### config.mk
export PLATFORM = sky130hd
export DESIGN_NAME = cpr_ctrl
export DESIGN_NICKNAME = d
export VERILOG_FILES = /design/src/rtl/cpr_pkg.sv /design/src/rtl/cpr_ctrl.sv
export SDC_FILE = /design/constraint.sdc
export NUM_CORES = 1
export LEC_CHECK = 0
export BUFFER_PORTS_ARGS = -buffer_cell sky130_fd_sc_hd__buf_2
export CAP_MARGIN = 25
export CELL_PAD_IN_SITES_DETAIL_PLACEMENT = 0
export CELL_PAD_IN_SITES_GLOBAL_PLACEMENT = 1
export CORE_ASPECT_RATIO = 1.2
export CORE_UTILIZATION = 44
export DETAILED_ROUTE_END_ITERATION = 16
export PLACE_DENSITY = 0.84
export SETUP_SLACK_MARGIN = 0.4
export SLEW_MARGIN = 10
export SYNTH_ARGS = -nofsm -noshare
export SYNTH_HDL_FRONTEND = slang
export SYNTH_SLANG_ARGS = --single-unit
### constraint.sdc
create_clock -name core_clk -period 3.8 [get_ports core_clk]
set_clock_uncertainty 0.1 [all_clocks]
set_input_delay 0.19 -clock core_clk [delete_from_list [all_inputs] [get_ports core_clk]]
set_output_delay 0.19 -clock core_clk [all_outputs]
set_load 0.02 [all_outputs]
### src/rtl/cpr_pkg.sv
package cpr_pkg;
   // Register byte offsets
   localparam logic [7:0] OFS_CTRL0 = 8'h00;
   localparam logic [7:0] OFS_CTRL1 = 8'h04;
   localparam logic [7:0] OFS_RFLG = 8'h08;
   localparam logic [7:0] OFS_RIER = 8'h0C;
   localparam logic [7:0] OFS_TFLG = 8'h10;
   localparam logic [7:0] OFS_TIER = 8'h14;
   localparam logic [7:0] OFS_MISC = 8'h18;
   localparam logic [2:0] IDX_LAST = 3'h6;

   // Control register 0 fields
   localparam int B_INIT_REQUEST = 0;
   localparam int B_SLEEPRQ = 1;
   localparam int B_WAKEEN = 2;
   localparam int B_SIW = 3;
   localparam int B_INITACK = 4;
   localparam int B_SLEEPACK = 5;
   localparam int B_MODEN = 7;
   // Control register 1 fields
   localparam int B_WFILT = 0;
   localparam int B_BORSEL = 1;
   // Receive flag / enable fields
   localparam int B_RXF = 0;
   localparam int B_OVR = 1;
   localparam int B_TX_STATE_FIELD = 2;
   localparam int B_RX_STATE_FIELD = 4;
   localparam int B_SC = 6;
   localparam int B_WAKE = 7;
   // Misc register fields
   localparam int B_BUSOFF_HOLD = 0;
   localparam int B_BUSOFF = 1;

   // Error-counter state codes
   localparam logic [1:0] ERR_OK = 2'h0;
   localparam logic [1:0] ERR_BUSOFF = 2'h3;

   // Timing
   localparam int CLK_PERIOD_NS = 10;
   localparam int RECOV_TIME_NS = 2000;
   localparam int WAKE_FILT_NS = 500;
   localparam int RECOV_CYCLES = (RECOV_TIME_NS + CLK_PERIOD_NS - 1) / CLK_PERIOD_NS;
   localparam int WAKE_FILT_CYCLES = (WAKE_FILT_NS + CLK_PERIOD_NS - 1) / CLK_PERIOD_NS;
   localparam logic [3:0] RESYNC_BITS = 4'hB;
   localparam logic [7:0] BUSOFF_OCC = 8'h80;

   // Reset values
   localparam logic RST_INIT_REQUEST = 1'b1;
   localparam logic RST_MODEN = 1'b0;

   typedef enum logic [2:0] {
      CPR_NORMAL,
      CPR_INIT,
      CPR_SLEEP,
      CPR_RESYNC,
      CPR_RECOVER,
      CPR_PDOWN
   } cpr_mode_t;
endpackage

### src/rtl/cpr_ctrl.sv
// Functional notes
// - Power-down on stop, or wait with stop_in_wait
// - Power-down aborts traffic, transmit goes recessive
// - Power-down stops clocks, registers inaccessible
// - Power-down without sleep runs fixed recovery
// - Wake enable lets bus activity end sleep
// - Wake filter suppresses short receive glitches
// - Four interrupts, local enable plus global mask
// - Error from status/overrun, transmit from empties
// - Empty flag set when buffer free
// - Receive-full set per foreground message load
// - Wake flag set on sleep activity if enabled
// - Status change flagged, states reported in fields
// - Interrupt held while any flag set
// - Receive/transmit flags cleared by writing one
// - Flag not cleared while condition holds
// - Wake recovery needs sleep, enable, irq enable
// - Default automatic bus-off recovery after 128x11
// - User mode also waits for hold clear
// - Sleep shown by request and acknowledge set
// - After wake, wait 11 recessive bits
module cpr_ctrl
   import cpr_pkg::*;
#(
   parameter int RECOV_CYC = RECOV_CYCLES,
   parameter int FILT_CYC = WAKE_FILT_CYCLES
) (
   // Clock and reset
   input wire logic core_clk,
   input wire logic rst_n,
   // AHB-Lite slave
   input wire logic hsel,
   input wire logic [31:0] haddr,
   input wire logic [1:0] htrans,
   input wire logic hwrite,
   input wire logic [2:0] hsize,
   input wire logic [31:0] hwdata,
   input wire logic hready,
   output logic hreadyout,
   output logic [31:0] hrdata,
   output logic hresp,
   // Processor state
   input wire logic cpuStop,
   input wire logic cpuWait,
   input wire logic cpuIrqMask,
   // Protocol engine
   input wire logic coreTx,
   input wire logic coreIdle,
   input wire logic bitTick,
   input wire logic rxFgLoad,
   input wire logic rxOverrunEvt,
   input wire logic [2:0] txDoneEvt,
   input wire logic [1:0] txErrState,
   input wire logic [1:0] rxErrState,
   output logic coreRun,
   output logic coreAbort,
   output logic [2:0] txSchedule,
   output logic busOffRecover,
   output logic inBusOff,
   // CAN pins
   input wire logic bus_rx_in,
   output logic bus_tx_out,
   // Interrupts and wake
   output logic wakeUpReq,
   output logic irqWake,
   output logic irqErr,
   output logic irqRx,
   output logic irqTx
);

   typedef struct packed {
      cpr_mode_t mode;
      logic initRequest;
      logic sleepRequest;
      logic wakeEnable;
      logic stopInWait;
      logic moduleEnable;
      logic wakeFilterSel;
      logic busoffRecoverySel;
      logic busoffHold;
      logic wakeFlag;
      logic statusChangeFlag;
      logic overrunFlag;
      logic rxFullFlag;
      logic [1:0] txStateField;
      logic [1:0] rxStateField;
      logic wakeIrqEn;
      logic statusChangeIrqEn;
      logic overrunIrqEn;
      logic rxFullIrqEn;
      logic [2:0] txBufEmptyFlag;
      logic [2:0] txEmptyIrqEn;
      logic slept;
      logic [15:0] tmr;
      logic [15:0] filt;
      logic [3:0] runBits;
      logic [7:0] occ;
      logic busOff;
      logic dWr;
      logic dOk;
      logic [2:0] dIdx;
      logic rdPend;
      logic rOk;
      logic [2:0] rIdx;
      logic hreadyout;
      logic [31:0] hrdata;
      logic busTx;
      logic coreRun;
      logic abort;
      logic recover;
      logic wakeReq;
      logic irqWake;
      logic irqErr;
      logic irqRx;
      logic irqTx;
      logic [2:0] txSched;
   } cpr_regs_t;

   cpr_regs_t s;
   cpr_regs_t next_s;

   // Word index decode, bit 3 marks a mapped address
   function automatic logic [3:0] decIdx(input logic [31:0] a);
      logic ok;
      ok = (a[31:5] == 27'h000_0000) && (a[1:0] == 2'h0) && (a[4:2] <= IDX_LAST);
      return {ok, a[4:2]};
   endfunction

   localparam logic [2:0] I_CTRL0 = OFS_CTRL0[4:2];
   localparam logic [2:0] I_CTRL1 = OFS_CTRL1[4:2];
   localparam logic [2:0] I_RFLG = OFS_RFLG[4:2];
   localparam logic [2:0] I_RIER = OFS_RIER[4:2];
   localparam logic [2:0] I_TFLG = OFS_TFLG[4:2];
   localparam logic [2:0] I_TIER = OFS_TIER[4:2];
   localparam logic [2:0] I_MISC = OFS_MISC[4:2];

   logic pd;
   logic act;
   logic addrPh;
   logic wr;
   logic [7:0] rClr;
   logic [2:0] tClr;
   logic wakeSet;
   logic scSet;
   logic boEnter;
   logic [7:0] rv;

   always_comb begin
      next_s = s;
      next_s.abort = 1'b0;
      next_s.recover = 1'b0;
      rClr = 8'h00;
      tClr = 3'h0;
      wakeSet = 1'b0;
      rv = 8'h00;
      pd = cpuStop | (cpuWait & s.stopInWait);
      wr = s.dWr & s.dOk & (s.mode != CPR_PDOWN);

      if ((s.mode == CPR_SLEEP || s.mode == CPR_PDOWN) && !bus_rx_in) begin
         if (s.filt < 16'(FILT_CYC)) begin
            next_s.filt = s.filt + 16'h0001;
         end
      end else begin
         next_s.filt = 16'h0000;
      end
      act = s.wakeEnable & (s.wakeFilterSel ? (s.filt >= 16'(FILT_CYC)) : !bus_rx_in);

      // Register writes in the data phase
      if (wr) begin
         case (s.dIdx)
            I_CTRL0: begin
               next_s.initRequest = hwdata[B_INIT_REQUEST] | (s.initRequest & s.mode != CPR_INIT);
               next_s.sleepRequest = hwdata[B_SLEEPRQ]
                  | (s.sleepRequest & s.mode != CPR_SLEEP & s.mode != CPR_INIT);
               next_s.wakeEnable = hwdata[B_WAKEEN];
               next_s.stopInWait = hwdata[B_SIW];
               next_s.moduleEnable = hwdata[B_MODEN];
            end
            I_CTRL1: begin
               next_s.wakeFilterSel = hwdata[B_WFILT];
               next_s.busoffRecoverySel = hwdata[B_BORSEL];
            end
            I_RFLG: rClr = hwdata[7:0];
            I_RIER: begin
               next_s.rxFullIrqEn = hwdata[B_RXF];
               next_s.overrunIrqEn = hwdata[B_OVR];
               next_s.statusChangeIrqEn = hwdata[B_SC];
               next_s.wakeIrqEn = hwdata[B_WAKE];
            end
            I_TFLG: tClr = hwdata[2:0];
            I_TIER: next_s.txEmptyIrqEn = hwdata[2:0];
            I_MISC: next_s.busoffHold = hwdata[B_BUSOFF_HOLD];
            default: begin
            end
         endcase
      end

      // Operating mode sequencing
      case (s.mode)
         CPR_NORMAL: begin
            if (!s.moduleEnable || s.initRequest) begin
               next_s.mode = CPR_INIT;
            end else if (s.sleepRequest && coreIdle) begin
               next_s.mode = CPR_SLEEP;
            end
         end
         CPR_INIT: begin
            if (s.moduleEnable && !s.initRequest) begin
               next_s.mode = CPR_NORMAL;
            end
         end
         CPR_SLEEP: begin
            if (s.initRequest) begin
               next_s.mode = CPR_INIT;
            end else if (!s.sleepRequest) begin
               next_s.mode = CPR_RESYNC;
               next_s.runBits = 4'h0;
            end else if (act) begin
               wakeSet = 1'b1;
               next_s.sleepRequest = 1'b0;
               next_s.mode = CPR_RESYNC;
               next_s.runBits = 4'h0;
            end
         end
         CPR_RESYNC: begin
            if (s.runBits == RESYNC_BITS) begin
               next_s.mode = CPR_NORMAL;
               next_s.runBits = 4'h0;
            end
         end
         CPR_RECOVER: begin
            if (s.tmr == 16'h0000) begin
               next_s.mode = CPR_NORMAL;
            end else begin
               next_s.tmr = s.tmr - 16'h0001;
            end
         end
         CPR_PDOWN: begin
            if (s.slept && act) begin
               wakeSet = 1'b1;
            end
            if (!pd) begin
               if (s.slept) begin
                  next_s.mode = CPR_SLEEP;
               end else begin
                  next_s.mode = CPR_RECOVER;
                  next_s.tmr = 16'(RECOV_CYC - 1);
               end
            end
         end
         default: next_s.mode = CPR_INIT;
      endcase

      if (pd && s.mode != CPR_PDOWN) begin
         next_s.mode = CPR_PDOWN;
         next_s.slept = (s.mode == CPR_SLEEP);
         next_s.abort = (s.mode != CPR_SLEEP);
      end

      // Recessive run counter on sampled bits
      if (bitTick && (s.mode == CPR_NORMAL || s.mode == CPR_RESYNC)) begin
         if (!bus_rx_in) begin
            next_s.runBits = 4'h0;
         end else if (s.runBits != RESYNC_BITS) begin
            next_s.runBits = s.runBits + 4'h1;
         end
      end

      boEnter = (txErrState == ERR_BUSOFF) && (s.txStateField != ERR_BUSOFF);
      if (s.busOff && s.mode == CPR_NORMAL && s.runBits == RESYNC_BITS) begin
         next_s.runBits = 4'h0;
         if (s.occ != BUSOFF_OCC) begin
            next_s.occ = s.occ + 8'h01;
         end
      end
      // user mode waits for hold release
      if (s.busOff && s.occ == BUSOFF_OCC && (!s.busoffRecoverySel || !s.busoffHold)) begin
         next_s.busOff = 1'b0;
         next_s.recover = 1'b1;
         next_s.occ = 8'h00;
      end
      if (boEnter) begin
         next_s.busOff = 1'b1;
         next_s.occ = 8'h00;
         // Runs seen before bus-off do not count
         next_s.runBits = 4'h0;
         if (s.busoffRecoverySel) begin
            next_s.busoffHold = 1'b1;
         end
      end

      scSet = ((txErrState != s.txStateField) && (txErrState != ERR_OK))
            || ((rxErrState != s.rxStateField) && (rxErrState != ERR_OK));
      next_s.txStateField = txErrState;
      next_s.rxStateField = rxErrState;

      // set wins over a same-cycle clear
      next_s.wakeFlag = (s.wakeFlag & ~rClr[B_WAKE]) | wakeSet;
      next_s.statusChangeFlag = (s.statusChangeFlag & ~rClr[B_SC]) | scSet;
      next_s.overrunFlag = (s.overrunFlag & ~rClr[B_OVR]) | rxOverrunEvt;
      next_s.rxFullFlag = (s.rxFullFlag & ~rClr[B_RXF]) | rxFgLoad;
      // empty flag set when buffer freed
      next_s.txBufEmptyFlag = (s.txBufEmptyFlag & ~tClr) | txDoneEvt;
      next_s.txSched = ~next_s.txBufEmptyFlag;

      next_s.irqWake = !cpuIrqMask & next_s.wakeFlag & next_s.wakeIrqEn;
      next_s.irqErr = !cpuIrqMask & ((next_s.statusChangeFlag & next_s.statusChangeIrqEn)
                                   | (next_s.overrunFlag & next_s.overrunIrqEn));
      next_s.irqRx = !cpuIrqMask & next_s.rxFullFlag & next_s.rxFullIrqEn;
      next_s.irqTx = !cpuIrqMask & |(next_s.txBufEmptyFlag & next_s.txEmptyIrqEn);
      next_s.wakeReq = (next_s.mode == CPR_PDOWN) & next_s.slept & next_s.wakeEnable
                     & next_s.wakeIrqEn & act;

      next_s.busTx = (next_s.mode == CPR_NORMAL) ? coreTx : 1'b1;
      // clocks stopped in power-down, sleep and init
      next_s.coreRun = (next_s.mode == CPR_NORMAL) || (next_s.mode == CPR_RESYNC)
                     || (next_s.mode == CPR_RECOVER);

      // AHB address phase capture
      addrPh = hsel & htrans[1] & hready;
      next_s.dWr = addrPh & hwrite;
      {next_s.dOk, next_s.dIdx} = decIdx(haddr);
      if (addrPh && !hwrite) begin
         next_s.rdPend = 1'b1;
         next_s.rOk = next_s.dOk;
         next_s.rIdx = next_s.dIdx;
         next_s.hreadyout = 1'b0;
      end

      // Read data two cycles after the address phase, after one wait state
      case (s.rIdx)
         I_CTRL0: begin
            rv[B_INIT_REQUEST] = s.initRequest;
            rv[B_SLEEPRQ] = s.sleepRequest;
            rv[B_WAKEEN] = s.wakeEnable;
            rv[B_SIW] = s.stopInWait;
            rv[B_INITACK] = (s.mode == CPR_INIT);
            rv[B_SLEEPACK] = (s.mode == CPR_SLEEP);
            rv[B_MODEN] = s.moduleEnable;
         end
         I_CTRL1: begin
            rv[B_WFILT] = s.wakeFilterSel;
            rv[B_BORSEL] = s.busoffRecoverySel;
         end
         I_RFLG: begin
            rv[B_RXF] = s.rxFullFlag;
            rv[B_OVR] = s.overrunFlag;
            rv[B_TX_STATE_FIELD +: 2] = s.txStateField;
            rv[B_RX_STATE_FIELD +: 2] = s.rxStateField;
            rv[B_SC] = s.statusChangeFlag;
            rv[B_WAKE] = s.wakeFlag;
         end
         I_RIER: begin
            rv[B_RXF] = s.rxFullIrqEn;
            rv[B_OVR] = s.overrunIrqEn;
            rv[B_SC] = s.statusChangeIrqEn;
            rv[B_WAKE] = s.wakeIrqEn;
         end
         I_TFLG: rv[2:0] = s.txBufEmptyFlag;
         I_TIER: rv[2:0] = s.txEmptyIrqEn;
         I_MISC: begin
            rv[B_BUSOFF_HOLD] = s.busoffHold;
            rv[B_BUSOFF] = s.busOff;
         end
         default: rv = 8'h00;
      endcase
      if (s.rdPend) begin
         next_s.rdPend = 1'b0;
         next_s.hreadyout = 1'b1;
         next_s.hrdata = (s.rOk && s.mode != CPR_PDOWN) ? {24'h00_0000, rv} : 32'h0000_0000;
      end
   end

   always_ff @(posedge core_clk or negedge rst_n) begin
      if (!rst_n) begin
         s <= '0;
         s.mode <= CPR_INIT;
         s.initRequest <= RST_INIT_REQUEST;
         s.moduleEnable <= RST_MODEN;
         s.txBufEmptyFlag <= 3'h7;
         s.hreadyout <= 1'b1;
         s.busTx <= 1'b1;
      end else begin
         s <= next_s;
      end
   end

   assign hreadyout = s.hreadyout;
   assign hrdata = s.hrdata;
   assign hresp = 1'b0;
   assign coreRun = s.coreRun;
   assign coreAbort = s.abort;
   assign txSchedule = s.txSched;
   assign busOffRecover = s.recover;
   assign inBusOff = s.busOff;
   assign bus_tx_out = s.busTx;
   assign wakeUpReq = s.wakeReq;
   assign irqWake = s.irqWake;
   assign irqErr = s.irqErr;
   assign irqRx = s.irqRx;
   assign irqTx = s.irqTx;

endmodule

==> results of run 1 <==
[worst max-delay path by stage]
stage / to / slack, ns / cells after the start
5_1_grt: irqErr / 1.00 / 6
2_1_floorplan: bus_tx_out / 1.62 / 6
6_report: irqErr / 1.13 / 6
4_1_cts: irqErr / 1.13 / 6
3_5_place_dp: irqErr / 1.15 / 6
3_3_place_gp: irqErr / 1.20 / 6
[power by group through the flow]
stage	Combinational, W	Clock (W)	Sequential, W
2_1_floorplan	0.000204	0	0.00121
3_3_place_gp	0.000250	0	0.00125
3_5_place_dp	0.000254	0	0.00125
4_1_cts	0.000270	0.000951	0.00123
5_1_grt	0.000299	0.000997	0.00124
6_report	0.000268	0.000930	0.00123
[logic make-up after synthesis]
group	synth area share (%)
buf+inv	7.97
xor+xnor	3.81
mux	5.46
compound gates	11.3
fa+ha+maj	1.42
simple gates	19.7
flops	50.3
other cells	0.0709
[layer usage]
| metal | up-vias | GRT usage (%) |
|---|---|---|
| li1 | 1934 | - |
| met1 | 1972 | 25.7 |
| met2 | 67 | 32.6 |
| met3 | 8 | 3.10 |
| met4 | 0 | 5.80 |
| met5 | - | 0 |
[cell type report]
class / instances / area [um2]
Fill cell: 1073 / 5480
Sequential cell: 106 / 2660
Multi-Input combinational cell: 360 / 2300
Timing Repair Buffer: 100 / 591
Clock buffer: 12 / 246
Tap cell: 157 / 196
Inverter: 25 / 93.8
Clock inverter: 4 / 52.6
[cells in the final DEF, fill, tap and decap left out, types with 7 or more instances in the layout]
| cell | synthesis | final |
|---|---|---|
| buf_2 | 1 | 80 |
| nand2b_1 | 8 | 8 |
| dfstp_2 | 7 | 7 |
| nor4_1 | 18 | 18 |
| o22ai_1 | 8 | 8 |
| dfrtp_1 | 99 | 99 |
| nor2_1 | 52 | 52 |
| mux2_2 | 15 | 15 |
| o21ai_0 | 17 | 17 |
| conb_1 | 1 | 25 |
| inv_1 | 25 | 25 |
| nand2_1 | 34 | 34 |
| xor2_1 | 14 | 14 |
| and3_1 | 8 | 8 |
| dlygate4sd3_1 | 0 | 16 |
| nand3_1 | 16 | 16 |
| nand4_1 | 9 | 9 |
| a21oi_1 | 17 | 17 |
| xnor2_1 | 9 | 9 |
| nor3_1 | 8 | 8 |
| and2_1 | 11 | 11 |
| mux2i_1 | 12 | 12 |
| clkbuf_16 | 0 | 9 |
[per-stage QoR]
step           area [um2]  setup WS (ns)  hold slack [ns]  total power [W]
2_1_floorplan        5380           1.62           -0.206          0.00142
3_3_place_gp         5680           1.20           0.0536          0.00150
3_5_place_dp         5680           1.15           0.0577          0.00150
4_1_cts              6140           1.13           0.0103          0.00245
5_1_grt              6140           1.00           0.0310          0.00253
6_report             6140           1.13           0.0273          0.00243
[critical path, delay by kind of cell, from the launching register on]
family | cells | cell delay (ns)
and+or+nand+nor | 4 | 1.24
DFF | 1 | 0.55
muxes | 1 | 0.40
AOI/OAI and AO/OA | 1 | 0.26
[flip-flops by register name, indices dropped and copies added (netlist names)]
signal         cells
s                 84
hrdata             8
txSchedule         3
busOffRecover      1
bus_tx_out         1
coreAbort          1
coreRun            1
hreadyout          1
inBusOff           1
irqErr             1
irqRx              1
irqTx              1
irqWake            1
wakeUpReq          1
==> out/qor.yml, run 1 <==
logic_synthesis:
  synth.most_common_cell: "dfrtp_1"
  synth_top_area_share_pct: 46.8
  synth_edf_count: 0
  netlist_instances: 516
  synth_seq_cells: 106
  ys_seq_area_share_pct: 50.3
  syn_area_um2: 5290
  avgSynthCellArea_um2: 10.3
  synth-async-reset-ratio_pct: 100
  yosysTopAreaCell: "dfrtp_1"
  synth_top_cells_by_area: "dfrtp_1, buf_4, nor2_1, dfstp_2, mux2_2"
  yosys_most_used_dff: "dfrtp_1"
  synth.top_cells.by_count: "dfrtp_1, nor2_1, buf_4, nand2_1, inv_1"
  ys_types: 62
  yosys_warnings: 0
setup_path:
  crit_type: "reg -> reg"
  worstPathCellList: "and3b_1, or3_1, nor2_1, mux2_2, a22oi_1, nor2_1"
  worst-endpoint-arrival_ns: 2.79
  reg2reg_depth: 6
  r2r_start: "s[128]"
  crit_path_start: "s[128]"
  crit_required_ns: 3.92
  cp-start-kind: "flip-flop"
  cp_slowest_cell: "dfrtp_1"
  worstReg2RegEnd: "irqErr"
  ff2ff_setup_slack_ns: 1.13
  cp_common_cell: "nor2_1"
  path_max_fanout: 13
  max_stage_delay_ns: 0.55
  endpoint_kind: "flip-flop"
timing:
  hold_viol: 0
  slew_headroom_pct: 43.1
  setup_viol: 0
  fmax_mhz: 374
  slew_viol_final: 0
  tightest_slew_ns: 0.846
  post-route-min-period_ns: 2.67
  min_period_over_period_pct: 70.4
  finalSetupTns_ns: 0
  rsz0062_at_grt: "false"
routing:
  m1WireLength_um: 5260
  route.met2.wl_um: 5690
  dr_wl_met3_um: 264
  final_antenna_net_count: 0
  drc_errors: 0
  drtIter0Drc: 159
  first_pass_iters: 4
  via_count: 3981
  routed_wirelength_um: 11300
  top_layer: "met4"
  wl_per_cell_um: 14.8
  viasPerCell: 5.21
pwr:
  p_seq_share_pct: 50.6
  p_per_area_nw_per_um2: 395
  p_int_w: 0.00180
  p_leak_nw: 2.88
  clockPowerShare_pct: 38.3
  ir_worst_vdd_v: 0.000268
  power.switching_w: 0.000625
  swShare_pct: 25.7
  power_frac_comb_pct: 11.0
outcome:
  status: "complete, no violations"
finish:
  diodes: 0
  area_growth_pct: 16.0
  final_nets: 698
  final_util_pct: 52.8
  fin_cells: 764
  drive_above_1_share_pct: 21.4
worst_hold_path:
  holdCritStartpoint: "haddr[17]"
  min_path_type: "in -> reg"
  hold_end: "s[53]"
  min_path_cells: 4
clock_tree:
  cts_made_buffers: 9
  cts_sinks: 106
  clk_latency_ns: 0.34
  clock_path_buffers: 2
  h-tree-depth: 3
  cts_tree: "done"
  holdBufCountCts: 16
  postCtsSetupBuffers: 0
  clk_pin_slew_ns: 0.07
  cts_resized: 0
  root_buffer: "clkbuf_16"
global_routing:
  antenna_found_initial: 0
  track_usage_pct: 19.4
  grt_max_degree: 41
  grt_pass1_wl_um: 18800
  grt.overflow.total: 0
  grt_pass1_vias: 3900
floorplan:
  die_h_um: 122
  rows: 43
  num_io_pins: 137
  start_util_pct: 45.5
  die_area_um2: 12500
  fp.coreArea_um2: 11600
  die_x_um: 102
placement:
  dpl.cell_count: 732
  dp_hpwl_um: 8270
  io_buffers: 81
  gp_congestion: 0.785
flow_run:
  drv_cap: 0
Note: power is estimated with default switching activity, not from simulation.
==> inputs of run 2 (changes only) <==
--- a/config.mk
+++ b/config.mk
@@ -10,9 +10,9 @@
 export CELL_PAD_IN_SITES_DETAIL_PLACEMENT = 0
 export CELL_PAD_IN_SITES_GLOBAL_PLACEMENT = 1
 export CORE_ASPECT_RATIO = 1.2
-export CORE_UTILIZATION = 44
+export CORE_UTILIZATION = 37
 export DETAILED_ROUTE_END_ITERATION = 16
-export PLACE_DENSITY = 0.84
+export PLACE_DENSITY = 0.75
 export SETUP_SLACK_MARGIN = 0.4
 export SLEW_MARGIN = 10
 export SYNTH_ARGS = -nofsm -noshare
==> constraint.sdc (replaced) <==
create_clock -name core_clk -period 2.3 [get_ports core_clk]
set_clock_uncertainty 0.1 [all_clocks]
set_input_delay 0.115 -clock core_clk [delete_from_list [all_inputs] [get_ports core_clk]]
set_output_delay 0.115 -clock core_clk [all_outputs]
set_load 0.02 [all_outputs]
==> out/qor.yml, run 2 (same netlist as run 1, synthesis figures left out) <==
finish:
  drive_above_1_share_pct: 39.3
  final_util_pct: 54.6
  mostFrequentLayoutCells: "dfrtp_1, buf_2, nor2_1"
  final_nets: 780
  largest_reg_flops: 84
  area_growth_pct: 43.2
  diodes: 0
  final_common_cell: "dfrtp_1"
  top_register: "s"
setup_path:
  crit_type: "reg -> reg"
  cp-start-kind: "flip-flop"
  worst-endpoint-arrival_ns: 2.48
  path_max_fanout: 3
  crit_required_ns: 2.47
  ff2ff_setup_slack_ns: -0.008
  endpoint_kind: "flip-flop"
clock_tree:
  clk_pin_slew_ns: 0.07
  cts_tree: "done"
  clock_path_buffers: 2
  cts_sinks: 106
  h-tree-depth: 3
  clk_latency_ns: 0.36
  root_buffer: "clkbuf_16"
  cts_made_buffers: 9
pwr:
  power.switching_w: 0.00121
  p_per_area_nw_per_um2: 587
  p_seq_share_pct: 44.8
  swShare_pct: 27.3
  p_int_w: 0.00324
  ir_worst_vdd_v: 0.000400
  power_frac_comb_pct: 17.1
  clockPowerShare_pct: 38.1
  p_leak_nw: 3.44
routing:
  via_count: 4402
  final_antenna_net_count: 0
  viasPerCell: 5.12
  wl_per_cell_um: 16.2
  first_pass_iters: 12
  drc_errors: 2
  routed_wirelength_um: 14000
  drtIter0Drc: 173
outcome:
  status: "complete, but fails checks"
  violations: "DRC, setup timing"
floorplan:
  die_h_um: 133
  start_util_pct: 38.1
  die_area_um2: 14800
  fp.coreArea_um2: 13900
  die_x_um: 111
  num_io_pins: 137
  rows: 47
timing:
  post-route-min-period_ns: 2.31
  fmax_mhz: 433
  finalSetupTns_ns: -0.00810
  hold_ws_ns: 0.0288
  slew_headroom_pct: 59.8
  rsz0062_at_grt: "true"
  min_period_over_period_pct: 100
  tightest_slew_ns: 0.603
  hold_viol: 0
  setup_viol: 1
  fin_ws_ns: -0.00810
  slew_viol_final: 0
global_routing:
  grt.overflow.total: 0
  grt_pass1_wl_um: 21900
  antenna_found_initial: 0
  grt_max_degree: 107
  track_usage_pct: 18.9
  grt_pass1_vias: 4475
placement:
  gp_congestion: 0.822
  dp_hpwl_um: 8800
  io_buffers: 81
worst_hold_path:
  min_path_type: "in -> reg"
flow_run:
  drv_cap: 0
==> run 2: cell types whose count changed in the layout (fill, tap and decap cells not counted), moves of 11 or more <==
cell	before	now
buf_4	4	38
dlygate4sd3_1	16	43
buf_6	0	15
nor4_1	18	7
==> run 2: worst max-delay path, cell delays in order, from the launching register on <==
cell and delay, ns:
dfrtp_1 0.39, or4_4 0.53, nor4_4 0.30, a31o_4 0.23
and2b_1 0.14, o21ai_2 0.07, or4_4 0.48
==> run 2: layout make-up <==
type / instances / area (um2)
Inverter: 25 / 93.8
Timing Repair Buffer: 181 / 1390
Clock inverter: 7 / 100
Tap cell: 171 / 214
Clock buffer: 9 / 225
Fill cell: 1204 / 6300
Multi-Input combinational cell: 361 / 2890
Sequential cell: 106 / 2670
==> run 2: power by group through the flow <==
stage | logic [W] | registers, W | clock network (W)
detailed placement | 0.000514 | 0.00203 | 0
finish | 0.000762 | 0.00199 | 0.00170
CTS | 0.000678 | 0.00198 | 0.00172
global route | 0.000824 | 0.00200 | 0.00180
global placement | 0.000501 | 0.00203 | 0
floorplan | 0.000345 | 0.00200 | 0
==> run 2: path summary, 6_finish.rpt <==
path                           start    endpoint  cells after the start
hold reg to reg                s[76]       s[76]                      1
max in group asynchronous      rst_n       s[46]                      3
hold / removal             hwdata[0]      s[101]                      3
setup / recovery               s[77]  bus_tx_out                      6
setup reg to reg               s[77]  bus_tx_out                      6
min in group asynchronous      rst_n       s[68]                      3
==> run 2: layer usage <==
| metal | track usage [%] | share of wire [%] | vias up |
|---|---|---|---|
| li1 | - | - | 2103 |
| met2 | 33.4 | 53 | 92 |
| met4 | 7.88 | 2.1 | 0 |
| met3 | 3.39 | 2.7 | 23 |
| met5 | 0 | 0 | - |
| met1 | 22.7 | 42 | 2184 |
==> run 2: per-stage QoR <==
stage	area (um2)	total power [W]	cells	setup WS [ns]
after global placement	5940	0.00253	766	0.0365
final	7580	0.00445	860	-0.00810
after detailed placement	5940	0.00254	766	0.000498
after global routing	7580	0.00462	860	-0.0771
after floorplan	5450	0.00235	540	0.121
after CTS	7130	0.00438	848	0.00736
==> run 2: what timing repair did <==
action | 4_1_cts | 5_1_grt
hold endpoints to repair | 130 | 0
hold buffers | 43 | 0
gates resized for setup | 57 | 71
pin swaps | 21 | 26
setup buffers | 22 | 11
endpoints found under the setup margin | 41 | 65
cloned | 1 | 1
